[src/rtl/adcc_pkg.sv]
package adcc_pkg;
   // avalon word addresses (byte address = 4 * index)
   localparam logic [3:0] ADDR_CTRL0   = 4'h0;  // conv_control_0
   localparam logic [3:0] ADDR_CTRL1   = 4'h1;  // conv_control_1
   localparam logic [3:0] ADDR_RES_LO  = 4'h2;  // result low byte
   localparam logic [3:0] ADDR_RES_HI  = 4'h3;  // result high nibble
   localparam logic [3:0] ADDR_IRQCTL  = 4'h4;  // irq enables and request
   // conv_control_0 fields
   localparam int CTRL0_START    = 7;
   localparam int CTRL0_BUSY     = 6;
   localparam int CTRL0_PWROFF   = 5;
   localparam int CTRL0_CHLO_MSB = 3;          // channel bits 3..0
   // conv_control_1 fields
   localparam int CTRL1_CH4      = 7;          // channel bit 4
   localparam int CTRL1_REFSEL   = 6;
   localparam int CTRL1_DIV_MSB  = 2;          // divider bits 2..0
   // irq control fields
   localparam int IRQ_GLOBAL     = 0;
   localparam int IRQ_CONV       = 1;
   localparam int IRQ_REQ        = 2;
   // reset values
   localparam logic [7:0] CTRL0_RST = 8'h20;   // powered off
   localparam logic [7:0] CTRL1_RST = 8'h00;
   // timing
   localparam logic [4:0] CONV_PERIODS = 5'h10; // converter clocks per conversion
   localparam logic [2:0] DIV_UNDEF    = 3'h7;
   localparam logic [5:0] MAX_PRESCALE = 6'h3f;
   localparam int RES_W = 12;
endpackage

[src/rtl/adcc_top.sv]
// Local design decisions: the address map and register access over Avalon-MM.
`timescale 1ns/10ps
module adcc_top
   import adcc_pkg::*;
(
   input  wire logic          clk_sys,
   input  wire logic          arst_n,
   // avalon-mm slave
   input  wire logic [3:0]    avs_address,
   input  wire logic          avs_read,
   input  wire logic          avs_write,
   input  wire logic [31:0]   avs_writedata,
   input  wire logic [3:0]    avs_byteenable,
   output logic [31:0]        avs_readdata,
   output logic               avs_waitrequest,
   output logic [1:0]         avs_response,
   // analog core side
   input  wire logic          cmpHigh,
   output logic               convPowerEn,
   output logic               convReset,
   output logic               convSample,
   output logic [4:0]         inputChannel,
   output logic               referenceSel,
   output logic [RES_W-1:0]   dacCode,
   output logic               convIrq
);
   import adcc_pkg::*;

   ////////////////////////////////////////////////////////////////////////////
   typedef enum {S_IDLE, S_HOLD, S_CONV} adcc_state_t;

   typedef struct packed {
      adcc_state_t      state;      // sequencer state
      logic [7:0]       ctrl0;      // conv_control_0 (busy bit unused here)
      logic [7:0]       ctrl1;      // conv_control_1
      logic             gie;        // global_irq_enable
      logic             cie;        // conv_irq_enable
      logic             irqReq;     // conv_irq_request
      logic             busy;       // conv_busy_flag
      logic [4:0]       periods;    // converter clocks elapsed
      logic [RES_W-1:0] result;     // last completed value
      logic [31:0]      rdata;      // registered read data
      logic             ack;        // waitrequest low for one cycle
      logic [1:0]       resp;       // avalon response
      logic             irq;        // registered irq output
      logic             pwr;        // registered power enable
      logic             rst;        // registered converter reset
      logic             sample;     // registered sample strobe
   } adcc_st_t;

   adcc_st_t st_r, st_nxt;
   logic     tick;      // one converter clock period elapsed
   logic     sarInit;   // load sar with midscale
   logic     sarStep;   // decide one bit
   logic [RES_W-1:0] trial; // sar trial code
   logic [7:0] wbyte;   // byte-lane-masked write data

   ////////////////////////////////////////////////////////////////////////////
   // converter clock from system clock; restarted with each conversion
   adcc_clkdiv u_div (
      .clk_sys (clk_sys),
      .arst_n  (arst_n),
      .clear   (st_r.state != S_CONV),
      .divSel  (st_r.ctrl1[CTRL1_DIV_MSB:0]),
      .tick    (tick)
   );

   // binary search engine; comparator input assumed to embed half-step offset
   // the offset lives in the analog core, so the digital search stays plain binary
   adcc_sar u_sar (
      .clk_sys (clk_sys),
      .arst_n  (arst_n),
      .init    (sarInit),
      .step    (sarStep),
      .cmpHigh (cmpHigh),
      .trial   (trial)
   );

   ////////////////////////////////////////////////////////////////////////////
   // bus handshake: one waitrequest cycle then answer
   // every request costs exactly two cycles: the first edge registers the
   // answer, the second edge (waitrequest low) is where a write lands.
   // a fixed latency keeps the slave simple; the price is one wait state
   // even for registers that could answer at once.
   // only byte lane 0 carries register bits; the upper lanes read as zero
   assign wbyte = avs_byteenable[0] ? avs_writedata[7:0] : 8'h00;

   // read mux for the registered read data; the response comes from mapped()
   function automatic logic [31:0] readMux(input adcc_st_t s, input logic [3:0] a);
      logic [7:0] c0;
      c0 = s.ctrl0;
      c0[CTRL0_BUSY] = s.busy;
      c0[CTRL0_START] = s.ctrl0[CTRL0_START];
      unique case (a)
         ADDR_CTRL0:  readMux = {24'h000000, c0};
         ADDR_CTRL1:  readMux = {24'h000000, s.ctrl1};
         ADDR_RES_LO: readMux = {24'h000000, s.result[7:0]};
         ADDR_RES_HI: readMux = {28'h0000000, s.result[RES_W-1:8]};
         ADDR_IRQCTL: readMux = {29'h00000000, s.irqReq, s.cie, s.gie};
         default:     readMux = 32'h00000000;
      endcase
   endfunction

   function automatic logic mapped(input logic [3:0] a);
      mapped = (a <= ADDR_IRQCTL);
   endfunction

   ////////////////////////////////////////////////////////////////////////////
   // all next-state logic
   always_comb begin
      logic doWr;     // write takes effect this edge
      logic doRd;     // read completes this edge
      logic startNow; // falling edge of start seen
      logic finish;   // conversion done this cycle
      logic clrReq;   // software clearing request flag
      doWr     = 1'b0;
      doRd     = 1'b0;
      startNow = 1'b0;
      finish   = 1'b0;
      clrReq   = 1'b0;
      st_nxt   = st_r;
      sarInit  = 1'b0;
      sarStep  = 1'b0;
      st_nxt.ack = 1'b0;
      // request answered in the cycle after it is seen
      if ((avs_read || avs_write) && !st_r.ack) begin
         st_nxt.ack  = 1'b1;
         st_nxt.resp = mapped(avs_address) ? 2'b00 : 2'b10;
         st_nxt.rdata = avs_read ? readMux(st_r, avs_address) : 32'h00000000;
      end
      doWr = avs_write && st_r.ack;
      doRd = avs_read && st_r.ack;
      // register writes land at the edge where waitrequest is low
      if (doWr && avs_byteenable[0]) begin
         unique case (avs_address)
            ADDR_CTRL0: begin
               st_nxt.ctrl0 = wbyte;
               st_nxt.ctrl0[CTRL0_BUSY] = 1'b0;
               // start bit falling while powered on begins conversion
               if (st_r.ctrl0[CTRL0_START] && !wbyte[CTRL0_START]
                   && !st_r.ctrl0[CTRL0_PWROFF]) begin
                  startNow = 1'b1;
               end
            end
            ADDR_CTRL1: st_nxt.ctrl1 = wbyte;
            ADDR_IRQCTL: begin
               st_nxt.gie = wbyte[IRQ_GLOBAL];
               st_nxt.cie = wbyte[IRQ_CONV];
               clrReq     = !wbyte[IRQ_REQ];
            end
            default: ;
         endcase
      end
      // sequencer
      // idle -> hold while start is high (converter kept in reset), hold ->
      // conv when software drops start, conv -> idle after sixteen converter
      // clocks. a start pulse or power-off during conv aborts it; the last
      // completed result is never touched by an abort.
      // the processor is free during conv: nothing here waits on the bus.
      unique case (st_r.state)
         S_IDLE: begin
            // converter held in reset while start is high
            if (st_r.ctrl0[CTRL0_START] && !st_r.ctrl0[CTRL0_PWROFF]) begin
               st_nxt.state = S_HOLD;
            end
         end
         S_HOLD: begin
            if (st_r.ctrl0[CTRL0_PWROFF]) begin
               st_nxt.state = S_IDLE;
            end else if (startNow) begin
               st_nxt.state   = S_CONV;
               st_nxt.busy    = 1'b1;
               st_nxt.periods = '0;
               sarInit        = 1'b1;
            end
         end
         S_CONV: begin
            if (st_r.ctrl0[CTRL0_PWROFF]) begin
               st_nxt.state = S_IDLE; // power loss aborts, result kept
               st_nxt.busy  = 1'b0;
            end else if (st_r.ctrl0[CTRL0_START]) begin
               st_nxt.state = S_HOLD;
               st_nxt.busy  = 1'b0;
            end else if (tick) begin
               sarStep        = 1'b1;
               st_nxt.periods = st_r.periods + 5'h01;
               if (st_r.periods == CONV_PERIODS - 5'h01) begin
                  finish = 1'b1;
               end
            end
         end
         default: st_nxt.state = S_IDLE;
      endcase
      if (finish) begin
         st_nxt.state  = S_IDLE;
         st_nxt.busy   = 1'b0;
         st_nxt.result = trial;
      end
      // hardware set wins over software clear
      if (clrReq) begin
         st_nxt.irqReq = 1'b0;
      end
      if (finish) begin
         st_nxt.irqReq = 1'b1;
      end
      st_nxt.irq    = st_nxt.irqReq && st_nxt.gie && st_nxt.cie;
      st_nxt.pwr    = !st_nxt.ctrl0[CTRL0_PWROFF];
      st_nxt.rst    = st_nxt.state == S_HOLD;
      st_nxt.sample = sarInit;
      if (doRd) begin
         st_nxt.rdata = st_r.rdata;
      end
   end

   ////////////////////////////////////////////////////////////////////////////
   // single state register
   always_ff @(posedge clk_sys or negedge arst_n) begin
      if (!arst_n) begin
         st_r       <= '0;
         st_r.state <= S_IDLE;
         st_r.ctrl0 <= CTRL0_RST;
         st_r.ctrl1 <= CTRL1_RST;
      end else begin
         st_r <= st_nxt;
      end
   end

   ////////////////////////////////////////////////////////////////////////////
   // outputs straight from flip-flops
   assign avs_readdata    = st_r.rdata;
   assign avs_waitrequest = !st_r.ack;
   assign avs_response    = st_r.resp;
   assign convPowerEn     = st_r.pwr;
   assign convReset       = st_r.rst;
   assign convSample      = st_r.sample;
   assign inputChannel    = {st_r.ctrl1[CTRL1_CH4], st_r.ctrl0[CTRL0_CHLO_MSB:0]};
   assign referenceSel    = st_r.ctrl1[CTRL1_REFSEL];
   assign dacCode         = trial;
   assign convIrq         = st_r.irq;

   ////////////////////////////////////////////////////////////////////////////
   // checks
   // each property watches one registered output or one piece of sequencer
   // state; they are kept next to the logic so a change to the sequencer
   // shows up here first. all share the system clock and the async reset.
   // properties that check a falling busy flag exclude the abort paths (power-off
   // and a new start pulse), because those also drop the busy flag.
   AST_BUSY_FALL_SETS_REQ: assert property (@(posedge clk_sys) disable iff (!arst_n)
      $fell(st_r.busy) && st_r.state == S_IDLE && !$past(st_r.ctrl0[CTRL0_PWROFF])
      && !$past(st_r.ctrl0[CTRL0_START]) |-> st_r.irqReq)
      else $error("request flag not set at completion");
   AST_IRQ_GATED: assert property (@(posedge clk_sys) disable iff (!arst_n)
      convIrq |-> st_r.gie && st_r.cie && st_r.irqReq)
      else $error("interrupt without both enables");
   AST_PWR_OFF: assert property (@(posedge clk_sys) disable iff (!arst_n)
      st_r.ctrl0[CTRL0_PWROFF] |-> !convPowerEn)
      else $error("converter powered while off");
   AST_OFF_NO_START: assert property (@(posedge clk_sys) disable iff (!arst_n)
      st_r.ctrl0[CTRL0_PWROFF] && st_r.state == S_IDLE |=> !st_r.busy)
      else $error("conversion started while powered off");
   AST_BUSY_IN_CONV: assert property (@(posedge clk_sys) disable iff (!arst_n)
      st_r.busy == (st_r.state == S_CONV))
      else $error("busy flag disagrees with sequencer");
   AST_RESULT_HELD: assert property (@(posedge clk_sys) disable iff (!arst_n)
      !$past(st_r.busy) |-> $stable(st_r.result))
      else $error("result changed outside completion");
   AST_RESET_WHILE_START: assert property (@(posedge clk_sys) disable iff (!arst_n)
      st_r.state == S_HOLD |-> convReset)
      else $error("converter not reset while start high");
   AST_PERIOD_LIMIT: assert property (@(posedge clk_sys) disable iff (!arst_n)
      st_r.busy |-> st_r.periods < CONV_PERIODS)
      else $error("conversion exceeded sixteen periods");
   AST_CHANNEL: assert property (@(posedge clk_sys) disable iff (!arst_n)
      !$past(avs_write && !avs_waitrequest) |-> $stable(inputChannel))
      else $error("channel select changed without a write");

   // the sample strobe marks the first cycle of a conversion only
   AST_SAMPLE_AT_START: assert property (@(posedge clk_sys) disable iff (!arst_n)
      convSample |-> st_r.busy && st_r.periods == '0)
      else $error("sample strobe outside conversion start");

   // converter reset only while the start bit holds the sequencer
   AST_NO_STRAY_RESET: assert property (@(posedge clk_sys) disable iff (!arst_n)
      st_r.state != S_HOLD |-> !convReset)
      else $error("converter reset outside hold");

   // power enable follows the power-off bit in the same cycle
   AST_POWER_MATCH: assert property (@(posedge clk_sys) disable iff (!arst_n)
      !st_r.ctrl0[CTRL0_PWROFF] |-> convPowerEn)
      else $error("converter unpowered while enabled");

   // reference choice only moves with a register write
   AST_REF_STABLE: assert property (@(posedge clk_sys) disable iff (!arst_n)
      !$past(avs_write && !avs_waitrequest) |-> $stable(referenceSel))
      else $error("reference select changed without a write");

   // no request, no interrupt line
   AST_IRQ_NEEDS_REQ: assert property (@(posedge clk_sys) disable iff (!arst_n)
      !st_r.irqReq |-> !convIrq)
      else $error("interrupt without request");

   // a normal completion copies the final trial code into the result
   AST_FINISH_RESULT: assert property (@(posedge clk_sys) disable iff (!arst_n)
      $fell(st_r.busy) && st_r.state == S_IDLE && !$past(st_r.ctrl0[CTRL0_PWROFF])
      && !$past(st_r.ctrl0[CTRL0_START]) |-> st_r.result == $past(trial))
      else $error("result not taken from search at completion");

   // waitrequest is low for one cycle per request
   AST_WAIT_ONE: assert property (@(posedge clk_sys) disable iff (!arst_n)
      !avs_waitrequest |=> avs_waitrequest)
      else $error("waitrequest low for more than one cycle");

   // the undefined divider code freezes the converter clock
   AST_NO_TICK_UNDEF: assert property (@(posedge clk_sys) disable iff (!arst_n)
      st_r.ctrl1[CTRL1_DIV_MSB:0] == DIV_UNDEF
      && $past(st_r.ctrl1[CTRL1_DIV_MSB:0]) == DIV_UNDEF |-> !tick)
      else $error("converter clock ran on the undefined code");
endmodule

[src/rtl/adcc_clkdiv.sv]
`timescale 1ns/10ps
// converter clock enable generator
module adcc_clkdiv
   import adcc_pkg::*;
(
   input  wire logic       clk_sys,
   input  wire logic       arst_n,
   input  wire logic       clear,
   input  wire logic [2:0] divSel,
   output logic            tick
);
   typedef struct packed {
      logic [5:0] cnt;  // prescale counter
      logic       tick; // one cycle per converter clock period
   } adcc_div_t;
   adcc_div_t st_r, st_nxt;

   // divider limit: 2^code - 1; undefined code freezes the clock
   function automatic logic [5:0] divLimit(input logic [2:0] c);
      divLimit = MAX_PRESCALE >> (3'h6 - c);
   endfunction

   // count and wrap
   always_comb begin
      st_nxt      = st_r;
      st_nxt.tick = 1'b0;
      if (clear) begin
         st_nxt.cnt = '0;
      end else if (divSel != DIV_UNDEF) begin
         if (st_r.cnt >= divLimit(divSel)) begin
            st_nxt.cnt  = '0;
            st_nxt.tick = 1'b1;
         end else begin
            st_nxt.cnt = st_r.cnt + 6'h01;
         end
      end
   end

   always_ff @(posedge clk_sys or negedge arst_n) begin
      if (!arst_n) begin
         st_r <= '0;
      end else begin
         st_r <= st_nxt;
      end
   end

   assign tick = st_r.tick;
endmodule

[src/rtl/adcc_sar.sv]
`timescale 1ns/10ps
// successive approximation register: one bit decided per step
module adcc_sar
   import adcc_pkg::*;
(
   input  wire logic             clk_sys,
   input  wire logic             arst_n,
   input  wire logic             init,
   input  wire logic             step,
   input  wire logic             cmpHigh,
   output logic [RES_W-1:0]      trial
);
   typedef struct packed {
      logic [RES_W-1:0] val;  // current trial code
      logic [RES_W-1:0] bitm; // bit under test
   } adcc_sar_t;
   adcc_sar_t st_r, st_nxt;

   // msb-first binary search
   always_comb begin
      st_nxt = st_r;
      if (init) begin
         st_nxt.bitm = {1'b1, {(RES_W-1){1'b0}}};
         st_nxt.val  = {1'b1, {(RES_W-1){1'b0}}};
      end else if (step && st_r.bitm != '0) begin
         if (!cmpHigh) begin
            st_nxt.val = st_r.val & ~st_r.bitm; // input below trial, drop bit
         end
         st_nxt.bitm = st_r.bitm >> 1;
         st_nxt.val  = st_nxt.val | (st_r.bitm >> 1);
      end
   end

   always_ff @(posedge clk_sys or negedge arst_n) begin
      if (!arst_n) begin
         st_r <= '0;
      end else begin
         st_r <= st_nxt;
      end
   end

   assign trial = st_r.val;
endmodule

[config.mk]
export PLATFORM = sky130hd
export DESIGN_NAME = adcc_top
export DESIGN_NICKNAME = d
export VERILOG_FILES = /design/src/rtl/adcc_pkg.sv /design/src/rtl/adcc_top.sv /design/src/rtl/adcc_clkdiv.sv /design/src/rtl/adcc_sar.sv
export SDC_FILE = /design/constraint.sdc
export NUM_CORES = 1
export LEC_CHECK = 0
export BUFFER_PORTS_ARGS = -buffer_cell sky130_fd_sc_hd__buf_4
export CAP_MARGIN = 40
export CORE_MARGIN = 4
export CORE_UTILIZATION = 35
export CTS_CLUSTER_SIZE = 24
export DETAILED_ROUTE_END_ITERATION = 8
export GPL_TIMING_DRIVEN = 0
export PLACE_DENSITY = 0.52
export SLEW_MARGIN = 30
export SYNTH_ARGS = -nofsm -noshare
export SYNTH_HDL_FRONTEND = slang
export SYNTH_SLANG_ARGS = --single-unit
[constraint.sdc]
create_clock -name clk_sys -period 4.2 [get_ports clk_sys]
set_input_delay 0.63 -clock clk_sys [delete_from_list [all_inputs] [get_ports clk_sys]]
set_output_delay 0.63 -clock clk_sys [all_outputs]
set_load 0.02 [all_outputs]
# Yosys cells after proc, flatten, opt, wreduce, memory -nomap -nowiden
# Cells that the tools add are included.
# totals
wordCells,131
reg_bits,138
ramBits,0
latch_bits,0
n_memories,0
romBits,0
# classes
bitwise_logic,4
eq_ne,18
add_sub_neg,3
n_mux,54
n_shift,1
multipliers,0
reduce_logical,28
magnitude_cmp,2
div,0
# op_table
operator,n
$mux 32,6
$pmux 32 s3,1
$eq 32x2->1 const B,2
$mux 24,2
$pmux 8 s5,1
$mux 12,3
$eq 32x1->1 const B,1
$logic_not 32->1,1
$ne 32x3->1 const B,1
$mux 6,5
$mux 1,24
$mux 8,3
$mux 16,1
$mux 5,3
$and 12x12->12,1
$not 12->12,1
$or 12x11->12,1
$pmux 6 s2,1
$reduce_bool 12->1,1
$logic_and 1x1->1,10
$ne 3x3->1 const B,3
$eq 4x2->1 const B,2
$ne 2x2->1 const B,4
$mux 7,1
22 further kinds,31

# Depth between registers and ports, before layout
# depth
word_depth,14
mapped_depth,11
mapped_depth_nobuf,10

# Hierarchy
# Synthesis repeated with hierarchy kept, for this count alone.
# hier_totals
cells_unflattened,441
area_unflattened_um2,5390.2
# by_module_without_submodules
mod,n_inst,cells_per_inst,area_per_inst_um2,seq_area_each_um2
adcc_top,1,279,3662.3,2053.2
adcc_sar,1,103,1167.4,600.6
adcc_clkdiv,1,59,560.5,175.2

# Worst setup path after synthesis
# No wires, ideal clock.
# synth_path
path_type,reg2reg
from,register st_r[61] in the netlist's numbering
to,register u_div.st_r[4] in the netlist's numbering
period_less_slack_ns,2.536
setup_slack_ns,1.664
arrival_time_ns,2.454
stages_incl_launch_ff,12
path_buffers,1
path_cell_list,dfrtp_1 > ha_1 > inv_1 > ha_1 > nand2_1 > ha_1 > nand2b_1 > a2111oi_0 > o31a_1 > clkbuf_1 > nand3_1 > a31oi_1
# synth_via
elab_chain_cells,6
# synth_lines
element,line,text
from (decl),adcc_top.sv:51,"adcc_st_t st_r, st_nxt;"
from (signal assigned),adcc_top.sv:224,st_r <= st_nxt;
$sub 3x3->3,adcc_clkdiv.sv:20,divLimit = MAX_PRESCALE >> (3'h6 - c);
$shr 6x3->6,adcc_clkdiv.sv:20,
$ge 6x6->1,adcc_clkdiv.sv:30,if (st_r.cnt >= divLimit(divSel)) begin
$mux 6,adcc_clkdiv.sv:30,
$mux 7,adcc_clkdiv.sv:29,end else if (divSel != DIV_UNDEF) begin
$mux 6,adcc_clkdiv.sv:27,if (clear) begin
to (signal assigned),adcc_clkdiv.sv:43,st_r <= st_nxt;
to (decl),adcc_clkdiv.sv:16,"adcc_div_t st_r, st_nxt;"
# Several ways; a longest one is shown, not always the timed one. The select of a mux whose other input is x is not followed.
# A chain may end at the register's enable or synchronous reset.

# Worst setup path after layout
# Ends and elaborated chain as after synthesis.

==> results.yml <==
outcome:
  outcome: "finished, final reports clean"
power:
  p_leak_nw: 3.248
  p_per_area_nw_per_um2: 432.4
  pwr-share-comb: 0.096
  power.internal_mw: 2.273
  ir_worst_vdd_mv: 0.2344
  p_seq_frac: 0.397
  swShare: 0.2282
  p_total_mw: 2.945
  p_switching_uw: 672.0
  clockPowerShare: 0.507
global_routing:
  antenna_found_initial: 0
  grt_usage: 0.1369
  grt_max_degree: 68
  grt_pass1_wl_mm: 19.00
  grt.overflow.total: 0
  grt_pass1_vias: 3603
critical_path:
  crit_path_start_kind: "register"
  worstSetupEndpoint: "u_div.st_r[4]$_DFFE_PN0P_"
  rr_worst_depth: 11
  critPathKind: "register to register"
  critPathMaxFanout: 9
  rrSetupSlack_ns: 1.30
  r2r_end: "u_div.st_r[4]$_DFFE_PN0P_"
  timing.rr.start: "st_r[61]$_DFFE_PN0P_"
  worst_setup_path_end_kind: "register"
  cp.arrival_ns: 3.23
  required_ns: 4.53
  cp-startpoint: "st_r[61]$_DFFE_PN0P_"
finish:
  antennaDiodeCount: 0
  fillerInstances: 1392
  fin_area_um2: 6812
  drive_gt1_frac: 0.3105
  finalNetCount: 628
  areaGrowthSynthToFinish_pct: 27.23
  multi_input_area_um2: 2236
  fin_cells: 767
  seqCellArea_um2: 2829
drt:
  via_count: 3585
  viasPerCell: 4.674
  drc: 0
  drtIter0Drc: 219
  dr.pass1.iters: 4
  routedWlPerCell_um: 14.75
  antenna_left: 0
  totalWireLength_mm: 11.31
logic_synthesis:
  synth-async-reset-ratio: 1.000
  netlist_area_um2: 5354
  yosys.area.top_type_share: 0.5235
  yosysSeqAreaShare: 0.5284
  synth_warnings: 0
  ys_ff_latch: 113
  synth_area_per_cell_um2: 11.95
  synth.area.top_cells: "dfrtp_1, buf_4, mux2_2"
  synth-main-ff-cell: "dfrtp_1"
  synth_edf_count: 0
  yosysTopAreaCell: "dfrtp_1"
  syn-instance-count: 448
  synthDistinctLibCells: 58
clocking:
  cts_buffers: 17
  clock_latency_ns: 0.41
  h-tree-depth: 4
  cts_setup_buffers: 0
  root_buffer: "clkbuf_16"
  cts_resized: 0
  path_clk_slew_ns: 0.05
  cts_hold_buf: 0
  cts.path.max_buffers: 2
  cts_num_sinks: 113
  cts_tree: "yes"
sta:
  fmax_mhz: 344.9
  setup_viol: 0
  slew_headroom: 0.5411
  period_share: 0.6903
  finalHoldViolations: 0
  rsz0062_at_grt: "no"
  fin_crit_ns: 2.899
  tightest_slew_ns: 0.6846
  timing.hold.ws_ns: 0.1163
  fin_skew_ns: 0.008163
  setup_tns_ns: 0
  finalMaxSlewViolations: 0
floorplanning:
  io_pins: 102
  start_util: 0.3629
  rows: 44
  core_area_um2: 14750
  die_h_um: 131.7
  die-area_um2: 17340
  die_w_um: 131.7
place:
  place_inst: 735
  place_hpwl_mm: 8.315
  gp_congestion: 0.7835
  placed_area_um2: 6191
  port_buffers: 48
hold_path:
  min_path_type: "input pin to asynchronous set/reset pin"
run:
  maxCapViolations: 0
-- placed cells by master (no fill, tap or decap), drive strengths merged, types with 12 or more instances in the layout --
master    n
nor2     18
clkbuf   27
inv      14
nand2    36
a22o     13
mux2     30
ha       13
buf     107
dfrtp   112
o21ai    21
conb     55
nor4     12
-- layout make-up --
| class | count | area share |
|---|---|---|
| sequential | 113 | 0.4153 |
| multi-input combinational | 311 | 0.3283 |
| clock buffer | 21 | 0.06760 |
| buffer | 64 | 0.06576 |
| timing repair buffer | 49 | 0.05805 |
| tap | 184 | 0.03380 |
| clock inverter | 11 | 0.02351 |
| inverter | 14 | 0.007715 |
-- cells in the mapped netlist (4+ instances only) --
library cell and number:
nor2b_1 4, nor3_1 9, clkbuf_1 6, ha_1 13, o21ai_0 20, buf_2 4
dfrtp_1 112, buf_4 52, nand2b_1 6, nor4_4 8, mux2_1 8, a22oi_1 6
a22o_1 13, nand4_1 4, nand3_1 11, a32o_1 9, inv_1 13, a21oi_1 11
nor4_1 4, nand2_1 36, mux2_2 22, nor2_1 18, mux2i_1 10
-- power groups by stage --
stage	Clock, mW	Sequential [mW]	Combinational (mW)
CTS	1.53	1.17	0.286
detailed placement	0	1.19	0.284
global placement	0	1.19	0.273
global route	1.59	1.17	0.315
floorplan	0	1.18	0.184
finish	1.49	1.17	0.282
-- worst max-delay path, stage by stage (launching register included) --
cell and delay [ns]:
dfrtp_1 0.42, ha_1 0.17, inv_1 0.04, ha_1 0.34, nand2_1 0.07, ha_1 0.26, nand2b_1 0.14, a2111oi_0 0.55
o31a_1 0.21, clkbuf_1 0.31, nand3_1 0.13, a31oi_1 0.18
-- per-layer routing --
metal | wire, µm | vias up | GRT usage
met3 | 591 | 17 | 0.04931
met1 | 5241 | 1707 | 0.1834
met2 | 5275 | 91 | 0.2060
met4 | 202 | 0 | 0.04726
li1 | - | 1770 | -
met5 | 0 | - | 0
-- sequential cells by signal, summed over array words and instances (netlist names) --
name          count
avs_response      1
st_r             63
avs_readdata      8
inputChannel      5
convReset         1
u_div.tick        1
convPowerEn       1
convIrq           1
convSample        1
referenceSel      1
u_sar.trial      12
u_div.st_r        6
u_sar.st_r       12
-- worst min-delay path by stage --
stage | to | slack [ns] | cells after the start
floorplan | avs_readdata[0]$_DFFE_PN0P_ | 0.33 | 0
global placement | avs_response[1]$_DFFE_PN0P_ | 0.47 | 2
detailed placement | avs_response[1]$_DFFE_PN0P_ | 0.47 | 2
CTS | u_div.st_r[4]$_DFFE_PN0P_ | 0.11 | 1
global route | u_div.st_r[2]$_DFFE_PN0P_ | 0.13 | 1
finish | u_div.st_r[3]$_DFFE_PN0P_ | 0.12 | 1
-- stage by stage --
step	utilization	setup slack [ns]
CTS	0.4617	1.283
global route	0.4617	1.035
floorplan	-	1.664
global placement	0.4166	1.358
detailed placement	0.4196	1.317
finish	0.4617	1.301
-- cells by family after synthesis --
kind of cell	count (synthesis)	share of synthesized area
AOI/OAI and AO/OA	76	0.1014
adders and majority gates	13	0.03038
buffers and inverters	78	0.09348
DFF	113	0.5284
muxes	41	0.08600
other	1	0.0007004
and+or+nand+nor	126	0.1596
Power figures use the tool's default switching activity.
